==> config.mk <==
export PLATFORM = sky130hd
export DESIGN_NAME = srs_shift_rotate_sign_unit
export DESIGN_NICKNAME = d
export VERILOG_FILES = /design/src/hw/srs_pkg.sv /design/src/hw/srs_shift_rotate_sign_unit.sv
export SDC_FILE = /design/constraint.sdc
export NUM_CORES = 1
export LEC_CHECK = 0
export BUFFER_PORTS_ARGS = -buffer_cell sky130_fd_sc_hd__buf_2
export CORE_AREA = 10 10 134 228
export CTS_BUF_LIST = sky130_fd_sc_hd__clkbuf_8
export CTS_CLUSTER_SIZE = 14
export DETAILED_ROUTE_END_ITERATION = 6
export DIE_AREA = 0 0 144 238
export PLACE_DENSITY_LB_ADDON = 0.1
export SLEW_MARGIN = 20
export SYNTH_ARGS = -nofsm -noshare
export SYNTH_HDL_FRONTEND = slang
export SYNTH_SLANG_ARGS = --single-unit
==> constraint.sdc <==
create_clock -name clock -period 7.9 [get_ports clock]
set_input_delay 0.79 -clock clock [delete_from_list [all_inputs] [get_ports clock]]
set_output_delay 0.79 -clock clock [all_outputs]
set_load 0.05 [all_outputs]
==> src/hw/srs_pkg.sv <==
// constants, opcodes and carrier types of the shift, rotate and sign unit
// assumes a 32-bit apb bus and 24-bit two's complement accumulators
package srs_pkg;

    // -----------------------------------------------------------------
    // data widths
    // -----------------------------------------------------------------
    localparam int ACC_W    = 24;
    localparam int NUM_ACC  = 4;
    localparam int ADDR_W   = 8;
    localparam int PC_W     = 16;
    localparam int CYC_W    = 9;

    // -----------------------------------------------------------------
    // register byte offsets
    // -----------------------------------------------------------------
    localparam logic [ADDR_W-1:0] OFS_ACC_X    = 8'h00;
    localparam logic [ADDR_W-1:0] OFS_ACC_Y    = 8'h04;
    localparam logic [ADDR_W-1:0] OFS_ACC_Z    = 8'h08;
    localparam logic [ADDR_W-1:0] OFS_ACC_R    = 8'h0C;
    localparam logic [ADDR_W-1:0] OFS_FLAGS    = 8'h10;
    localparam logic [ADDR_W-1:0] OFS_COMMAND  = 8'h14;
    localparam logic [ADDR_W-1:0] OFS_PROG_CNT = 8'h18;
    localparam logic [ADDR_W-1:0] OFS_SKIP_INF = 8'h1C;
    localparam logic [ADDR_W-1:0] OFS_STATUS   = 8'h20;

    // -----------------------------------------------------------------
    // field positions
    // -----------------------------------------------------------------
    localparam int CMD_OP_LSB   = 0;   // opcode [3:0]
    localparam int CMD_SEL_LSB  = 4;   // accumulator select [5:4]
    localparam int CMD_HASC_BIT = 6;   // repeat count present
    localparam int CMD_CNT_LSB  = 8;   // 4-bit count / rounding scale [11:8]
    localparam int CMD_SKIP_LSB = 12;  // skipped line count [13:12]
    localparam int SKI_LEN_W    = 4;   // byte length of each following line
    localparam int SKI_CYC_LSB  = 16;  // cycles of skipped lines [23:16]
    localparam int FLG_C = 0;
    localparam int FLG_O = 1;
    localparam int FLG_S = 2;
    localparam int FLG_Z = 3;

    // -----------------------------------------------------------------
    // opcodes, byte lengths and cycle counts
    // -----------------------------------------------------------------
    localparam logic [3:0] OP_ROTATE_RIGHT_THROUGH_CARRY = 4'h0;
    localparam logic [3:0] OP_LOGICAL_LEFT_SHIFT         = 4'h1;
    localparam logic [3:0] OP_ARITHMETIC_RIGHT_SHIFT     = 4'h2;
    localparam logic [3:0] OP_FORCE_CARRY_HIGH           = 4'h3;
    localparam logic [3:0] OP_SIGN                       = 4'h4;
    localparam logic [3:0] OP_ROUND                      = 4'h5;
    localparam logic [3:0] OP_SKIP                       = 4'h6;
    localparam logic [PC_W-1:0]  BYTES_ONE   = 16'h0001;
    localparam logic [PC_W-1:0]  BYTES_TWO   = 16'h0002;
    localparam logic [PC_W-1:0]  BYTES_ROUND = 16'h0007;
    localparam logic [CYC_W-1:0] CYC_ONE     = 9'h001;
    localparam logic [CYC_W-1:0] CYC_SIGN    = 9'h002;
    localparam logic [ACC_W-1:0] VAL_PLUS1   = 24'h000001;
    localparam logic [ACC_W-1:0] VAL_MINUS1  = 24'hFFFFFF;

    // -----------------------------------------------------------------
    // carriers
    // -----------------------------------------------------------------
    typedef struct packed {
        logic [1:0] skipLines;
        logic [3:0] count;
        logic       hasCount;
        logic [1:0] accSel;
        logic [3:0] opcode;
    } srs_cmd_s;

    typedef struct packed {
        logic zero;
        logic sign;
        logic overflow;
        logic carry;
    } srs_flags_s;

endpackage : srs_pkg

==> src/hw/srs_shift_rotate_sign_unit.sv <==
// shift, rotate, sign, rounding and unconditional skip unit with apb registers
// assumes an apb master on the same 40 MHz clock; one command runs at a time
//
// How it works
// RL1: a single right rotate moves carry into the msb and the lsb into carry.
// RL2: a counted right rotate repeats the carry rotate per count and takes 1 + count cycles.
// RL3: shifts and rotates are one byte without a count and two bytes with a 4-bit count.
// RL4: a single left shift fills the lsb with zero, the msb goes to carry, in one cycle.
// RL5: a counted left shift repeats the zero-fill shift with the msb into carry each step.
// RL6: the arithmetic right shift copies the msb into itself once or count times.
// RL7: force carry high sets carry, clears overflow, one byte, one cycle.
// RL8: sign writes +1 for zero or positive, -1 for negative, sets only s and z, 2 bytes, 2 cycles.
// RL9: rounding works on x only, is seven bytes long and runs as a multi-cycle call.
// RL10: rounding goes down below half of the scale step and up at half or more.
// RL11: the skip moves the pc past the byte lengths of the next one to three lines.
// RL12: rotate, shift and sign take any of the accumulators x, y, z or r.
// RL13: a skip takes one cycle plus the cycles of the lines it passes over.
// RL14: 24-bit two's complement; the arithmetic shift puts the lsb in carry and sets c o s z.
`timescale 1ns/1ps

module srs_shift_rotate_sign_unit
    import srs_pkg::*;
#(
    parameter logic [CYC_W-1:0] ROUND_CYCLES = 9'h004
)
(
    input  wire logic              clock,
    input  wire logic              rst_n,
    input  wire logic              psel,
    input  wire logic              penable,
    input  wire logic              pwrite,
    input  wire logic [ADDR_W-1:0] paddr,
    input  wire logic [31:0]       pwdata,
    output logic                   pready,
    output logic [31:0]            prdata,
    output logic                   pslverr,
    output logic                   busy
);

    // -----------------------------------------------------------------
    // state
    // -----------------------------------------------------------------
    typedef enum logic [0:0] {ST_IDLE, ST_EXEC} srs_state_e;

    srs_state_e       state;
    srs_cmd_s         cmd;
    srs_flags_s       flags;
    logic [ACC_W-1:0] acc [NUM_ACC];
    logic [PC_W-1:0]  progCnt;
    logic [31:0]      skipInfo;
    logic [CYC_W-1:0] cyclesLeft;
    logic [4:0]       stepsLeft;
    logic [CYC_W-1:0] lastCycles;
    logic [CYC_W-1:0] runCycles;

    // -----------------------------------------------------------------
    // apb decode
    // -----------------------------------------------------------------
    // word aligned decode; byte offsets inside a word are not mapped
    wire              accessPhase = psel & penable;
    wire              firstAccess = accessPhase & ~pready;
    wire              isAccReg    = (paddr[ADDR_W-1:4] == OFS_ACC_X[ADDR_W-1:4])
                                    & (paddr[1:0] == 2'b00);
    wire              isFlags     = (paddr == OFS_FLAGS);
    wire              isCommand   = (paddr == OFS_COMMAND);
    wire              isProgCnt   = (paddr == OFS_PROG_CNT);
    wire              isSkipInf   = (paddr == OFS_SKIP_INF);
    wire              isStatus    = (paddr == OFS_STATUS);
    wire              isMapped    = isAccReg | isFlags | isCommand | isProgCnt
                                    | isSkipInf | isStatus;
    // writes while a command runs would corrupt its operands, so they are refused
    wire              wrRefused   = pwrite & ((state == ST_EXEC) | isStatus);
    wire              next_err    = ~isMapped | wrRefused;
    wire              wrNow       = accessPhase & pready & pwrite & ~pslverr;
    wire [1:0]        regIdx      = paddr[3:2];

    // read multiplexer
    wire [31:0] accRead   = {{(32-ACC_W){1'b0}}, acc[regIdx]};
    wire [31:0] flgRead   = {28'h0000000, flags};
    wire [31:0] cmdRead   = {18'h00000, cmd[12:11], cmd[10:7], 1'b0, cmd[6:0]};
    wire [31:0] pcRead    = {{(32-PC_W){1'b0}}, progCnt};
    wire [31:0] statRead  = {{(32-1-CYC_W){1'b0}}, lastCycles, (state == ST_EXEC)};
    wire [31:0] next_rdata = isAccReg  ? accRead  :
                             isFlags   ? flgRead  :
                             isCommand ? cmdRead  :
                             isProgCnt ? pcRead   :
                             isSkipInf ? skipInfo :
                             isStatus  ? statRead : 32'h00000000;

    // -----------------------------------------------------------------
    // new command fields
    // -----------------------------------------------------------------
    srs_cmd_s newCmd;
    assign newCmd.opcode    = pwdata[CMD_OP_LSB+:4];
    assign newCmd.accSel    = pwdata[CMD_SEL_LSB+:2];
    assign newCmd.hasCount  = pwdata[CMD_HASC_BIT];
    assign newCmd.count     = pwdata[CMD_CNT_LSB+:4];
    assign newCmd.skipLines = pwdata[CMD_SKIP_LSB+:2];

    // shift class decode, shared by launch timing and the running step
    function automatic logic srs_is_shift(input logic [3:0] op);
        return (op == OP_ROTATE_RIGHT_THROUGH_CARRY) | (op == OP_LOGICAL_LEFT_SHIFT)
             | (op == OP_ARITHMETIC_RIGHT_SHIFT);
    endfunction : srs_is_shift

    wire isShiftOp = srs_is_shift(newCmd.opcode);
    wire launch    = wrNow & isCommand;

    // total cycles of the launched command
    //   RL2 counted shift cycles
    wire [CYC_W-1:0] shiftCyc  = newCmd.hasCount ? CYC_ONE + CYC_W'(newCmd.count) : CYC_ONE;
    //   RL13 skip costs its passed lines
    wire [CYC_W-1:0] skipCyc   = CYC_ONE + CYC_W'(skipInfo[SKI_CYC_LSB+:8]);
    wire [CYC_W-1:0] next_cyc  =
        isShiftOp                         ? shiftCyc     :
        (newCmd.opcode == OP_SIGN)        ? CYC_SIGN     :
        (newCmd.opcode == OP_ROUND)       ? ROUND_CYCLES :
        (newCmd.opcode == OP_SKIP)        ? skipCyc      : CYC_ONE;

    // -----------------------------------------------------------------
    // one shift step
    // -----------------------------------------------------------------
    // returns {carry, value} after a single step of the given opcode
    function automatic logic [ACC_W:0] srs_step(input logic [3:0]       op,
                                                input logic [ACC_W-1:0] v,
                                                input logic             c);
        logic [ACC_W:0] r;
        r = {c, v};
        case (op)
            OP_ROTATE_RIGHT_THROUGH_CARRY: r = {v[0], c, v[ACC_W-1:1]};
            OP_LOGICAL_LEFT_SHIFT:         r = {v[ACC_W-1], v[ACC_W-2:0], 1'b0};
            OP_ARITHMETIC_RIGHT_SHIFT:     r = {v[0], v[ACC_W-1], v[ACC_W-1:1]};
            default:                       r = {c, v};
        endcase
        return r;
    endfunction : srs_step

    // -----------------------------------------------------------------
    // datapath of the running command
    // -----------------------------------------------------------------
    wire [ACC_W-1:0] opVal    = acc[cmd.accSel];
    // RL1 rotate, RL4 left shift, RL6 sign copy
    wire [ACC_W:0]   stepOut  = srs_step(cmd.opcode, opVal, flags.carry);
    wire [ACC_W-1:0] stepVal  = stepOut[ACC_W-1:0];
    // overflow marks a sign change caused by the step
    wire             stepOvf  = stepVal[ACC_W-1] ^ opVal[ACC_W-1];
    wire             isShRun  = srs_is_shift(cmd.opcode);
    wire             doStep   = (state == ST_EXEC) & isShRun & (stepsLeft != 5'h00);
    wire             lastCyc  = (state == ST_EXEC) & (cyclesLeft == CYC_ONE);

    // RL8 sign value, zero counts as positive
    wire [ACC_W-1:0] signVal  = opVal[ACC_W-1] ? VAL_MINUS1 : VAL_PLUS1;

    // RL10 round x to a step of 2^count, half step or more goes up
    wire [ACC_W-1:0] rndMask  = (ACC_W'(1) << cmd.count) - ACC_W'(1);
    wire [ACC_W-1:0] rndHalf  = rndMask - (rndMask >> 1);
    wire [ACC_W-1:0] rndSum   = acc[0] + rndHalf;
    wire [ACC_W-1:0] rndVal   = rndSum & ~rndMask;

    // RL11 byte length of the next one to three lines
    wire [PC_W-1:0]  len0     = PC_W'(skipInfo[0+:SKI_LEN_W]);
    wire [PC_W-1:0]  len1     = PC_W'(skipInfo[SKI_LEN_W+:SKI_LEN_W]);
    wire [PC_W-1:0]  len2     = PC_W'(skipInfo[2*SKI_LEN_W+:SKI_LEN_W]);
    wire [PC_W-1:0]  skipLen  = (cmd.skipLines == 2'h1) ? len0 :
                                (cmd.skipLines == 2'h2) ? len0 + len1 :
                                (cmd.skipLines == 2'h3) ? len0 + len1 + len2 : '0;

    // RL3 RL7 RL8 RL9 byte length of the instruction itself
    wire [PC_W-1:0]  ownBytes =
        isShRun                     ? (cmd.hasCount ? BYTES_TWO : BYTES_ONE) :
        (cmd.opcode == OP_SIGN)     ? BYTES_TWO   :
        (cmd.opcode == OP_ROUND)    ? BYTES_ROUND : BYTES_ONE;
    wire [PC_W-1:0]  pcStep   = ownBytes + ((cmd.opcode == OP_SKIP) ? skipLen : '0);

    // -----------------------------------------------------------------
    // apb response
    // -----------------------------------------------------------------
    // one wait state: pready rises in the first access cycle's edge
    always_ff @(posedge clock or negedge rst_n)
    begin
        if (!rst_n)
        begin
            pready  <= 1'b0;
            pslverr <= 1'b0;
            prdata  <= 32'h00000000;
        end
        else
        begin
            pready  <= firstAccess;
            pslverr <= firstAccess & next_err;
            prdata  <= (firstAccess & ~pwrite) ? next_rdata : 32'h00000000;
        end
    end

    // -----------------------------------------------------------------
    // sequencer
    // -----------------------------------------------------------------
    always_ff @(posedge clock or negedge rst_n)
    begin
        if (!rst_n)
        begin
            state      <= ST_IDLE;
            cmd        <= '0;
            cyclesLeft <= '0;
            stepsLeft  <= '0;
            runCycles  <= '0;
            lastCycles <= '0;
            busy       <= 1'b0;
        end
        else
        begin
            case (state)
                ST_IDLE:
                begin
                    if (launch)
                    begin
                        state      <= ST_EXEC;
                        cmd        <= newCmd;
                        cyclesLeft <= next_cyc;
                        runCycles  <= next_cyc;
                        // RL5 one step per count
                        stepsLeft  <= newCmd.hasCount ? {1'b0, newCmd.count} : 5'h01;
                        busy       <= 1'b1;
                    end
                end
                ST_EXEC:
                begin
                    if (doStep)
                    begin
                        stepsLeft <= stepsLeft - 5'h01;
                    end
                    cyclesLeft <= cyclesLeft - CYC_ONE;
                    if (lastCyc)
                    begin
                        state      <= ST_IDLE;
                        lastCycles <= runCycles;
                        busy       <= 1'b0;
                    end
                end
                default:
                begin
                    state <= ST_IDLE;
                    busy  <= 1'b0;
                end
            endcase
        end
    end

    // -----------------------------------------------------------------
    // accumulators
    // -----------------------------------------------------------------
    // software writes only while idle, the unit only while running
    always_ff @(posedge clock or negedge rst_n)
    begin
        if (!rst_n)
        begin
            for (int i = 0; i < NUM_ACC; i++)
            begin
                acc[i] <= '0;
            end
        end
        else if (wrNow & isAccReg)
        begin
            acc[regIdx] <= pwdata[ACC_W-1:0];
        end
        // RL12 any accumulator as operand
        else if (doStep)
        begin
            acc[cmd.accSel] <= stepVal;
        end
        else if (lastCyc & (cmd.opcode == OP_SIGN))
        begin
            acc[cmd.accSel] <= signVal;
        end
        // RL9 rounding result lands in x only
        else if (lastCyc & (cmd.opcode == OP_ROUND))
        begin
            acc[0] <= rndVal;
        end
    end

    // -----------------------------------------------------------------
    // flags
    // -----------------------------------------------------------------
    always_ff @(posedge clock or negedge rst_n)
    begin
        if (!rst_n)
        begin
            flags <= '0;
        end
        else if (wrNow & isFlags)
        begin
            flags <= pwdata[3:0];
        end
        // RL14 flags follow each step, the last one stays
        else if (doStep)
        begin
            flags.carry    <= stepOut[ACC_W];
            flags.overflow <= stepOvf;
            flags.sign     <= stepVal[ACC_W-1];
            flags.zero     <= (stepVal == '0);
        end
        // RL7 carry high, overflow low
        else if (lastCyc & (cmd.opcode == OP_FORCE_CARRY_HIGH))
        begin
            flags.carry    <= 1'b1;
            flags.overflow <= 1'b0;
        end
        // RL8 only s and z change
        else if (lastCyc & (cmd.opcode == OP_SIGN))
        begin
            flags.sign <= signVal[ACC_W-1];
            flags.zero <= 1'b0;
        end
    end

    // -----------------------------------------------------------------
    // program counter and skip table
    // -----------------------------------------------------------------
    always_ff @(posedge clock or negedge rst_n)
    begin
        if (!rst_n)
        begin
            progCnt  <= '0;
            skipInfo <= 32'h00000000;
        end
        else
        begin
            if (wrNow & isSkipInf)
            begin
                skipInfo <= pwdata;
            end
            if (wrNow & isProgCnt)
            begin
                progCnt <= pwdata[PC_W-1:0];
            end
            // RL11 RL3 pc advances once the command ends
            else if (lastCyc)
            begin
                progCnt <= progCnt + pcStep;
            end
        end
    end

endmodule : srs_shift_rotate_sign_unit

# Yosys cells after proc, flatten, opt, wreduce, memory -nomap -nowiden
# Index checks and enable logic that the tools add are counted.
totals:
  ff_bits: 229
  latchBits: 0
  ram_bits: 0
  romBits: 0
  input_bits: 45
  output_inout_bits: 35
  word_cells: 184
  n_memories: 0
op_classes:
  n_addsub: 11
  mul: 0
  div: 0
  n_lt_le_gt_ge: 4
  n_eq_ne: 25
  shifts: 1
  muxes: 59
  n_bitwise: 41
  reduce_logical: 19
op_table:
  columns: ["operator", "n"]
  rows:
  - ["96-bit bitwise mux", 3]
  - ["24-bit two-way mux", 9]
  - ["32-bit two-way mux", 6]
  - ["96-bit two-way mux", 2]
  - ["24-bit binary-select mux with 2-bit select", 2]
  - ["24-bit demux with 2-bit select", 2]
  - ["25-bit one-hot mux with 3 select lines", 1]
  - ["72-bit two-way mux", 1]
  - ["9-bit two-way mux", 5]
  - ["8-bit by 5-bit equality test with 1-bit output (second input constant)", 4]
  - ["16-bit two-way mux", 2]
  - ["24-bit adder", 1]
  - ["24-bit bitwise AND", 1]
  - ["4-bit by 3-bit equality test with 1-bit output (second input constant)", 6]
  - ["24-bit logical NOT", 1]
  - ["6-bit two-way mux", 4]
  - ["24-bit NOT", 1]
  - ["1-bit by 4-bit << shifter with 24-bit output (first input constant)", 1]
  - ["24-bit by 2-bit subtractor with 24-bit output (second input constant)", 1]
  - ["24-bit by 23-bit subtractor with 24-bit output", 1]
  - ["1-bit bitwise AND", 20]
  - ["9-bit one-hot mux with 2 select lines", 1]
  - ["16-bit by 7-bit adder with 16-bit output", 1]
  - ["5-bit two-way mux", 3]
  - ["38 further kinds", 81]

# Depth between registers and ports, before layout
# Gate-level depths: netlist of run 1.
depth:
  word_depth: 10
  ltp_mapped: 22
  ltp_nobuf: 22

# Least setup slack after synthesis of run 1
# No wires, ideal clock.
synth_path:
  path_kind: "reg2reg"
  startpoint: "reg cmd[7] (netlist bit)"
  endpoint: "reg acc[89] (netlist bit)"
  setup_ps: 69
  t_arrival_ps: 4614
  t_required_ps: 7831
  path_slack_ps: 3217
  stages_incl_launch_ff: 19
  n_path_buf: 2
  synth_period_minus_slack_ps: 4683
  cell_sequence: "dfrtp_1 -> clkbuf_1 -> nor4_1 -> inv_1 -> ha_1 -> clkbuf_1 -> nor4b_1 -> a21oi_1 -> o22a_1 -> fa_1 -> ha_1 -> a21oi_1 -> o21ai_0 -> a22o_1 -> or3_4 -> a31oi_4 -> nor3b_1 -> or4_1 -> nand3_1"
synth_via:
  elab_chain_len: 9
  elab_cells_between_ends: 10
  classes_between: "add/sub (3); shift (1); mux (4); bitwise (2)"
synth_lines:
  columns: ["item", "line_no", "text"]
  rows:
  - ["start, declared", "srs_shift_rotate_sign_unit.sv:46", "srs_cmd_s cmd;"]
  - ["start signal, assigned", "srs_shift_rotate_sign_unit.sv:218", "cmd <= newCmd;"]
  - ["1-bit by 4-bit << shifter with 24-bit output *", "srs_shift_rotate_sign_unit.sv:155", "wire [ACC_W-1:0] rndMask = (ACC_W'(1) << cmd.count) - ACC_W'(1);"]
  - ["24-bit by 2-bit subtractor with 24-bit output *", "srs_shift_rotate_sign_unit.sv:155", null]
  - ["24-bit by 23-bit subtractor with 24-bit output", "srs_shift_rotate_sign_unit.sv:156", "wire [ACC_W-1:0] rndHalf = rndMask - (rndMask >> 1);"]
  - ["24-bit adder", "srs_shift_rotate_sign_unit.sv:157", "wire [ACC_W-1:0] rndSum = acc[0] + rndHalf;"]
  - ["24-bit bitwise AND *", "srs_shift_rotate_sign_unit.sv:158", "wire [ACC_W-1:0] rndVal = rndSum & ~rndMask;"]
  - ["24-bit two-way mux *", "srs_shift_rotate_sign_unit.sv:276", "else if (lastCyc & (cmd.opcode == OP_ROUND))"]
  - ["24-bit two-way mux *", "srs_shift_rotate_sign_unit.sv:271", "else if (lastCyc & (cmd.opcode == OP_SIGN))"]
  - ["96-bit two-way mux *", "srs_shift_rotate_sign_unit.sv:267", "else if (doStep)"]
  - ["96-bit two-way mux *", "srs_shift_rotate_sign_unit.sv:262", "else if (wrNow & isAccReg)"]
  - ["end signal, assigned by index", "srs_shift_rotate_sign_unit.sv:264", "acc[regIdx] <= pwdata[ACC_W-1:0];"]
  - ["end signal, assigned by index", "srs_shift_rotate_sign_unit.sv:269", "acc[cmd.accSel] <= stepVal;"]
  - ["end signal, assigned by index", "srs_shift_rotate_sign_unit.sv:273", "acc[cmd.accSel] <= signVal;"]
  - ["end, declared", "srs_shift_rotate_sign_unit.sv:48", "logic [ACC_W-1:0] acc [NUM_ACC];"]
# Every way passes the cells marked *; elsewhere a longest branch is shown, timed or not. The select of a mux whose other input is x is not followed.
# A chain may end at the register's enable or synchronous reset.

# Final worst setup path of run 1
layout_path:
  startpoint: "reg cmd[9] (netlist bit)"
  endpoint: "reg acc[95] (netlist bit)"
# Same word-level chain as after synthesis.

==> impl_results.md, run 1 <==
- Share of cells above drive strength 1: between 10% and 20%
- WS Path Type: register to register
- Grt ovf: 0
- Crit Reg-Reg Endpoint: acc[95]
- TNS Setup: 0 ns
- Vias per cell: roughly 7.0
- Crit path DAT: just over 6 ns
- Synth top area cells: dfrtp_1 (36%), o21ai_0 (7.5%), mux4_2 (6.8%), a21oi_1 (5.3%), ha_1 (3.8%)
- Pre-CTS setup slack: between 2 and 2.5 ns
- Io pins: 80
- Post-place instance area: 0.0164 sq mm
- Crit path buffers/inverters: 1
- Post-DP HPWL: between 30000 and 40000 um
- Die H: between 200 and 250 um
- Final WS setup: between 2 and 2.5 ns
- Post-synth EDFFs: 0
- Failing checks: DRC
- Placed cell count: between 2000 and 2500
- Site Rows: a little under 80
- Reg2reg path depth: 18
- Worst path required time: roughly 8.4 ns
- Dominant cell type by area after synthesis: dfrtp_1
- CP max FO: 15
- Fin. Hold Viols: 0
- Worst skew pair latency: approximately 0.57 ns
- Final WL: 55600 um
- Layout Skew: approximately 0.027 ns
- Final estimated routing congestion in global placement: between 0.9 and 1
- R2r setup slk: between 2 and 2.5 ns
- Leakage: roughly 7.6 nW
- Setup violations, final: 0
- Register bit count reported by yosys: roughly 230
- DIE AREA: roughly 0.034 sq mm
- Core area: between 0.02 and 0.03 sq mm
- Fmax achieved: 180 MHz
- CP startpoint kind: register
- CTS Sinks: 229
- Worst hold slack: roughly 0.29 ns
- Synthesis Warnings: 0
- Seq/Total Area, Yosys: between 30% and 40%
- ANT cells: 0
- Post-synth top cells: o21ai_0 (236), dfrtp_1 (229), a21oi_1 (168)
- Design area: between 0.015 and 0.02 sq mm
- Setup bufs post-CTS: 0
- Comb power frac: 19.6%
- Top_reg_cell synth: dfrtp_1
- Status: finished, violations left
- RSZ-0062 raised after global routing: false
- Root buffer cell: clkbuf_8
- Count leader, synth: o21ai_0
- Reg clk slew, reported paths: roughly 0.07 ns
- # H-tree levels: 2
- Synthesized cell area: approximately 0.016 sq mm
- CTS tree: done
- CP delay by family, top: compound AO/OA/AOI/OAI gates
- PD cells: about 160 mW/mm^2
- Total GRT Usage: 32.3%
- Worst Hold Class: input port to async pin
- Cells along the critical path: or2_2 > nor2_1 > nand2_1 > ha_1 > nor3_1 > a21oi_1 > o21ai_0 > inv_1 > fa_1 > ha_1 > o21ai_0 > a211oi_1 > a21boi_1 > o2111a_1 > nor2_1 > a211oi_1 > mux2_2 > a211o_1
- Die Wd: about 140 um
- First-pass GRT wire length: 85500 um
- Vias in the first global route: 14900
- DRT Pass-1 Iters: 7
- Largest net degree at the start of global routing: between 100 and 150
- Reg2Reg Launch Point: cmd[9]
- Initial Utilization: a little under 60%
- Switching part of the total: approximately a third
- Total number of vias: between 10000 and 15000
- Crit-path max cell delay: between 0.5 and 0.6 ns
- Final nets: around 1900
- Final cycle utilization of the critical path: 70.5%
- Crit path capture type: register
- Peak supply drop: 0.139 mV
- Max-cap violations: 0
- I/O Buffers: slightly below 80
- Hold_buf cts: 0
- Synth top area share: 36.2%
- Minimum clock period after layout: between 5 and 6 ns
- Reg power frac: a little over two fifths
- Synthesized area per cell: between 9 and 10 sq um
- Slowest CP cell: dfrtp_1
- Worst-margin pin slew: 1.23 ns
- First DRT Iteration DRCs: between 1500 and 2000
- Layout overhead on the synthesized area: 8.31%
- CTS Buf Count: 37
- Initial antenna violation count: 0
- Fin cells: between 2000 and 2500
- Post-CTS sizing: 0
- Final ANT Viol Nets: 0
- Syn Inst Count: roughly 1700
- Int Pwr: a little under 2 mW
- CTS Buffer Depth: 3
- Residual DRC count: 3
- Netlist cell types: slightly above 80
- Clock power frac: between 30% and 40%
- Psw: approximately 0.88 mW
- Fillers: 2208
- WL/cell: 26.4 um
- Final Slew Violations: 0
- Worst rel slew slack: 18.0%
- Fraction of registers with async set or reset after synthesis: between 90% and 100%
kinds of logic after synthesis:
kind of cell               synth area share (%)
AOI/OAI and AO/OA                          25.0
xor gates and xnor gates                   2.55
buffers and inverters                      5.03
muxes                                      10.9
adders and majority gates                  7.21
other                                    0.0474
DFF                                        36.2
and+or+nand+nor                            13.0
metrics by stage:
stage,util [%],total power [mW]
floorplan,-,1.60
global placement,61.8,1.78
detailed placement,61.8,1.79
CTS,64.5,2.80
global route,64.5,2.92
finish,64.5,2.80
area by class of cell:
class | count | area [sq um] | share of cell area [%]
tap | 324 | 405 | 2.36
clock inverter | 15 | 65.1 | 0.379
sequential | 229 | 5730 | 33.4
clock buffer | 46 | 633 | 3.69
inverter | 76 | 285 | 1.66
multi-input combinational | 1309 | 9380 | 54.7
timing repair buffer | 111 | 646 | 3.77
power groups by stage:
| stage | clock network [mW] | logic [mW] | registers, mW |
|---|---|---|---|
| final | 1.02 | 0.549 | 1.23 |
| after global placement | 0 | 0.534 | 1.25 |
| after CTS | 1.03 | 0.542 | 1.23 |
| after detailed placement | 0 | 0.538 | 1.25 |
| after floorplan | 0 | 0.361 | 1.24 |
| after global routing | 1.09 | 0.597 | 1.23 |
how the worst max path moves through the flow:
stage,slack (ns),cells after the start,from,end
finish,2.33,18,cmd[9],acc[95]
CTS,2.35,18,cmd[9],acc[95]
detailed placement,2.40,18,cmd[9],acc[95]
global placement,2.53,18,cmd[10],acc[95]
global route,2.07,17,cmd[9],acc[95]
floorplan,3.22,18,cmd[7],acc[89]
cell usage in the layout, fill, tap and decap left out, drive strengths merged, types with 5 or more instances in the layout:
cell / instances
a21o: 12
o211ai: 7
a211oi: 8
xnor2: 32
nor2: 95
nor2b: 13
o221ai: 9
conb: 12
dfrtp: 229
nor3: 31
mux2i: 17
or3: 8
and3: 18
nand2: 140
mux2: 42
o21ai: 237
clkbuf: 46
mux4: 48
nand2b: 7
nor3b: 7
a31oi: 12
o31ai: 10
a21oi: 168
ha: 48
inv: 86
nand3: 54
o22ai: 9
a22o: 8
nand4: 8
o21a: 73
or2: 5
nor4: 9
buf: 111
xor2: 14
fa: 27
a22oi: 65
flip-flops by register name, indices dropped and copies added (netlist names):
signal      count
prdata         32
cyclesLeft      9
runCycles       9
progCnt        16
pslverr         1
acc            96
lastCycles      9
pready          1
state           1
busy            1
skipInfo       32
stepsLeft       5
flags           4
cmd            13
worst reg2reg max path, cell delays in order, from the launching register on:
cell      delay, ns
dfrtp_1        0.55
or2_2          0.42
nor2_1         0.19
nand2_1        0.10
ha_1           0.35
nor3_1         0.19
a21oi_1        0.06
o21ai_0        0.45
inv_1          0.14
fa_1           0.49
ha_1           0.37
o21ai_0        0.17
a211oi_1       0.37
a21boi_1       0.29
o2111a_1       0.27
nor2_1         0.10
a211oi_1       0.33
mux2_2         0.37
a211o_1        0.28
metal layers:
layer / up-vias / global-route usage (%) / part of all wire [%]
met2: 930 / 55.3 / 50
met5: - / 0 / 0
met1: 7022 / 35.9 / 33
met4: 0 / 21.2 / 7.9
met3: 304 / 5.73 / 9.0
li1: 6419 / - / -
Power figures use the tool's default switching activity.
==> run 2: changes to the inputs <==
Settings changed: CORE_AREA 10 10 134 228 to 10 10 136 232, DIE_AREA 0 0 144 238 to 0 0 146 242.
Clock period 7.9 ns to 4.7 ns, I/O delays scaled along.
==> impl_results.md, run 2 (synthesis results as in run 1) <==
- Status: finished, violations left
- Failing checks: hold timing
- Initial Utilization: 57.2% (-2.3 points)
- Worst-margin pin slew: 1.30 ns (+0.0656 ns)
- Worst path required time: 5.16 ns (-3.20 ns)
- Setup violations, final: 0 (unchanged)
- WL/cell: 25.1 um (-4.7%)
- Design area: 0.0177 sq mm (+3.0%)
- PD cells: 271 mW/mm^2 (+66%)
- Share of cells above drive strength 1: 18.9% (+2.7 points)
- Hold_buf cts: 0 (unchanged)
- Post-place instance area: 0.0168 sq mm (+2.3%)
- Layout Skew: 0.0273 ns (+0.000286 ns)
- TNS Setup: 0 ns (unchanged)
- Final Slew Violations: 0 (unchanged)
- Pre-CTS setup slack: 0.0187 ns (-2.38 ns)
- Minimum clock period after layout: 4.47 ns (-1.10 ns)
- Final nets: 1924 (+2.1%)
- Site Rows: 81 (+2.5%)
- Die Wd: 146 um (+1.4%)
- Worst hold slack: -0.0865 ns (-0.378 ns)
- CTS Buffer Depth: 3 (unchanged)
- Die H: 242 um (+1.7%)
- Commonest non-fill, non-tap cell in the layout: o21ai_0
- Fillers: 2390 (+8.2%)
- # H-tree levels: 2 (unchanged)
- Setup bufs post-CTS: 0 (unchanged)
- Initial antenna violation count: 1 (+1)
- CTS tree: done
- Fin. Hold Viols: 25 (+25)
- Final ANT Viol Nets: 0 (unchanged)
- Root buffer cell: clkbuf_8
- Post-DP HPWL: 40300 um (+2.0%)
- Core area: 0.0277 sq mm (+4.1%)
- Max-cap violations: 0 (unchanged)
- Top Registers: acc (96), prdata (32), skipInfo (32)
- Peak supply drop: 0.197 mV (+42%)
- Vias per cell: 6.73 (-3.3%)
- CTS Sinks: 229 (unchanged)
- Worst Hold Class: input port to async pin
- DRT Pass-1 Iters: 7 (unchanged)
- CTS Buf Count: 36 (-2.7%)
- Final cycle utilization of the critical path: 95.0% (+25 points)
- Area occupied by multi-input gates: 0.00948 sq mm (+1.0%)
- I/O Buffers: 79 (unchanged)
- First DRT Iteration DRCs: 1582 (+3.7%)
- Sequential Area: 0.00573 sq mm (unchanged)
- Final WS setup: 0.233 ns (-2.10 ns)
- Worst skew pair latency: 0.58 ns (about the same)
- Residual DRC count: 0 (-3)
- DIE AREA: 0.0353 sq mm (+3.1%)
- Final estimated routing congestion in global placement: 0.961 (-2.0%)
- Total GRT Usage: 30.4% (-2.0 points)
- Leakage: 7.81 nW (+3.1%)
- WS Path Type: register to register
- Crit path DAT: 4.93 ns (-1.10 ns)
- Total number of vias: 14800 (+1.1%)
- Layout overhead on the synthesized area: 11.5%
- Reg2reg path depth: 16 (-2)
- Most frequent cells in the layout: o21ai_0 (233), dfrtp_1 (228), a21oi_1 (165)
- CP max FO: 4 (-11)
- RSZ-0062 raised after global routing: false
- Biggest register: acc
- Fmax achieved: 224 MHz (+25%)
- Worst rel slew slack: 12.7% (-5.3 points)
- Final WL: 55400 um (-0.37%)
- Io pins: 80 (unchanged)
- Largest net degree at the start of global routing: 119 (+8.2%)
- Crit path capture type: register
- Post-layout util: 63.8% (-0.68 points)
- Vias in the first global route: 14800 (-0.48%)
- Max reg flops: 96 (unchanged)
- Reg clk slew, reported paths: 0.07 ns (about the same)
- First-pass GRT wire length: 84800 um (-0.87%)
- Grt ovf: 0 (unchanged)
- CP startpoint kind: register
run 2: changes by cell type in the layout (fill, tap and decap cells not counted), moves of 3 or more:
cell,delta
a211oi_1,-4
a211oi_2,+4
a21oi_1,-3
buf_4,+40
inv_1,+4
o21ai_0,-3
o21ai_1,+3
run 2: through the flow:
stage          power (mW)  cells  hold WS (ns)
5_1_grt              4.97   2205        0.0270
3_3_place_gp         3.01   2139         0.460
4_1_cts              4.75   2204        0.0118
3_5_place_dp         3.03   2139         0.470
2_1_floorplan        2.69   1740         0.174
6_report             4.79   2206       -0.0865
run 2: path summary, 6_finish.rpt:
| check | startpoint | slack [ns] | endpoint |
|---|---|---|---|
| max | cmd[9] | 0.23 | acc[95] |
| min | rst_n | -0.09 | cmd[11] |
| max reg2reg | cmd[9] | 0.23 | acc[95] |
| min reg2reg | busy | 0.48 | busy |
| max in group asynchronous | rst_n | 3.53 | skipInfo[6] |
| min in group clock | pwdata[24] | 0.13 | skipInfo[24] |
run 2: repair_timing:
item / in CTS / in global routing
endpoints found under the hold margin: 0 / 0
endpoints found under the setup margin: 1 / 15
gates cloned: 0 / 0
gates resized for setup: 1 / 23
pin swaps: 0 / 3
run 2: area by class of cell:
cell class,count,share of cell area (%)
diodes,2,0.0284
repair buffers,152,5.47
multi-input cells,1309,53.7
clock buffers,44,3.43
clock inverters,21,0.666
flip-flops and latches,229,32.5
inverters,76,1.62
well taps,373,2.64
run 2: critical path: stages (launching register included):
cell and delay [ns]:
dfrtp_1 0.41, nor4_1 0.40, inv_1 0.09, ha_1 0.26, nor4b_2 0.22, a21oi_1 0.08, o22a_2 0.25, fa_1 0.51
ha_4 0.31, nand2_1 0.09, nor4bb_2 0.27, a22o_1 0.24, o2111a_2 0.27, nor2_1 0.07, a211oi_2 0.24, mux2_2 0.35
a211o_1 0.29
run 2: where the power goes:
part           total [mW]  switching [mW]  internal [mW]  leakage [nW]
combinational       0.970           0.591          0.379          4.49
clock                1.75           0.843          0.904         0.421
sequential           2.07          0.0589           2.01          2.90
run 2: metal layers:
layer	share of wire [%]	wire, um	global-route usage (%)	vias to the layer above
li1	-	-	-	6494
met1	34	18900	32.9	7200
met2	50	27900	53.2	838
met3	7.9	4410	5.01	304
met4	7.6	4240	20.4	0
met5	0	0	0	-
==> run 3: changes to the inputs <==
Settings changed: MAX_ROUTING_LAYER set to met4.
==> impl_results.md, run 3 (synthesis results as in run 1) <==
- Worst rel slew slack: 16.0% (+3.3 points)
- Reg power frac: 42.5% (-0.7 points)
- Slowest CP cell: fa_1
- CTS tree: done
- # H-tree levels: 2 (unchanged)
- Vias in the first global route: 15000 (+1.4%)
- Final ANT Viol Nets: 0 (unchanged)
- Final Slew Violations: 0 (unchanged)
- Commonest non-fill, non-tap cell in the layout: o21ai_0
- Crit path DAT: 5.04 ns (+0.11 ns)
- Cells along the critical path: or2_2 > nor2_2 > nand2_1 > ha_1 > nor4b_2 > a21oi_1 > o22a_1 > fa_1 > ha_4 > nand2_1 > nor4bb_2 > a22o_1 > o2111a_2 > nor2_1 > a211oi_2 > mux2_2 > a211o_1
- Die H: 242 um (unchanged)
- TNS Setup: 0 ns (unchanged)
- Core area: 0.0277 sq mm (unchanged)
- Root buffer cell: clkbuf_8
- Final nets: 1926 (+0.10%)
- Clock power frac: 37.6% (+1.1 points)
- Final cycle utilization of the critical path: 97.4% (+2.4 points)
- Fmax achieved: 218 MHz (-2.5%)
- DIE AREA: 0.0353 sq mm (unchanged)
- Worst path required time: 5.16 ns (about the same)
- Worst hold slack: -0.0128 ns (+0.0737 ns)
- Site Rows: 81 (unchanged)
- Worst skew pair latency: 0.59 ns (about the same)
- Final estimated routing congestion in global placement: 0.990 (+3.0%)
- Post-DP HPWL: 40500 um (+0.46%)
- CP startpoint kind: register
- CTS Buffer Depth: 3 (unchanged)
- Worst Hold Class: input port to async pin
- Final WL: 56800 um (+2.4%)
- Setup violations, final: 0 (unchanged)
- Crit path buffers/inverters: 0 (-1)
- Max reg flops: 96 (unchanged)
- Failing checks: hold timing
- Layout Skew: 0.0379 ns (+0.0106 ns)
- Final WS setup: 0.120 ns (-0.113 ns)
- Reg clk slew, reported paths: 0.07 ns (about the same)
- Vias per cell: 6.77 (+0.70%)
- CP max FO: 4 (unchanged)
- Max layer used: met4
- CTS Sinks: 229 (unchanged)
- Pre-CTS setup slack: -0.0799 ns (-0.0985 ns)
- Max-cap violations: 0 (unchanged)
- Int Pwr: 3.36 mW (+1.9%)
- CP most frequent cell: nand2_1
- Layout overhead on the synthesized area: 11.8%
- First DRT Iteration DRCs: 1692 (+7.0%)
- I/O Buffers: 79 (unchanged)
- First-pass GRT wire length: 87800 um (+3.6%)
- Crit-path max cell delay: 0.50 ns (about the same)
- Largest net degree at the start of global routing: 120 (+0.84%)
- CTS Buf Count: 37 (+2.8%)
- Leakage: 7.82 nW (+0.12%)
- WL met2: 28600 um (+2.8%)
- Fin cells: 2207 (+0.045%)
- Initial Utilization: 57.2% (unchanged)
- DRT Pass-1 Iters: 6 (-1)
- PD cells: 275 mW/mm^2 (+1.5%)
- Post-place instance area: 0.0168 sq mm (about the same)
- Share of cells above drive strength 1: 19.0% (+0.055 points)
- Reg2Reg Launch Point: cmd[9]
- CP delay by family, top: compound AO/OA/AOI/OAI gates
- Crit path capture type: register
- Placed cell count: 2137 (-0.094%)
- Total GRT Usage: 32.5% (+2.1 points)
- Total number of vias: 14900 (+0.75%)
- Peak supply drop: 0.157 mV (-20%)
- WS Path Type: register to register
- Fin. Hold Viols: 21 (-16%)
- Status: finished, violations left
- Met1 wire length: 19100 um (+0.90%)
- DR WL met3: 4590 um (+4.2%)
- Comb power frac: 19.9% (-0.4 points)
- Design area: 0.0177 sq mm (+0.23%)
- WL/cell: 25.7 um (+2.4%)
- Initial antenna violation count: 2 (+1)
- Most frequent cells in the layout: o21ai_0 (232), dfrtp_1 (228), a21oi_1 (165)
- CP Launch Point: cmd[9]
- Io pins: 80 (unchanged)
- Die Wd: 146 um (unchanged)
- Fillers: 2444 (+2.3%)
- Top Registers: acc (96), prdata (32), skipInfo (32)
- Biggest register: acc
- Psw: 1.51 mW (+1.4%)
- Minimum clock period after layout: 4.58 ns (+0.113 ns)
- Switching part of the total: 31.1% (-0.12 points)
- Grt ovf: 0 (unchanged)
- Residual DRC count: 0 (unchanged)
- Worst-margin pin slew: 1.25 ns (-0.0487 ns)
run 3: changes by cell type in the layout (fill, tap and decap cells not counted), sizes merged:
cell,change
diode,+1
buf,+1
clkinvlp,-1
bufinv,+1
inv,-1
run 3: final timing paths:
kind | to | slack [ns] | depth (start not counted)
setup / recovery | acc[95] | 0.12 | 17
hold / removal | cmd[12] | -0.01 | 1
setup reg to reg | acc[95] | 0.12 | 17
hold reg to reg | busy | 0.47 | 2
max in group asynchronous | prdata[18] | 3.52 | 2
min in group clock | skipInfo[29] | 0.13 | 2
run 3: final cells by class:
class	instances	area (sq um)	share of cell area, %
multi-input cells	1309	9460	53.5
flip-flops and latches	229	5730	32.4
repair buffers	153	986	5.57
clock buffers	44	606	3.42
well taps	373	467	2.64
inverters	76	285	1.61
clock inverters	20	146	0.827
diodes	3	7.51	0.0424
run 3: metrics by stage:
stage / total power [mW] / utilization, %
finish: 4.87 / 63.9
global route: 5.06 / 63.9
CTS: 4.85 / 63.6
detailed placement: 3.03 / 60.8
global placement: 3.01 / 60.8
floorplan: 2.69 / -
run 3: what timing repair did:
action,CTS,global route
hold buffers,0,0
setup endpoints to repair,1,16
gates cloned,0,0
gates resized for setup,3,19
setup buffers,0,3
hold endpoints to repair,0,0
pin swaps,1,5
run 3: layer usage:
metal | vias to the layer above | GRT usage, %
met1 | 7315 | 35.1
met3 | 283 | 5.44
li1 | 6493 | -
met4 | 0 | 21.5
met2 | 856 | 54.0
met5 | - | -
run 3: power groups by stage:
stage	clock network [mW]	logic [mW]	registers (mW)
after floorplan	0	0.606	2.08
after global placement	0	0.911	2.10
after detailed placement	0	0.927	2.10
after CTS	1.85	0.933	2.07
after global routing	1.93	1.06	2.07
final	1.83	0.969	2.07
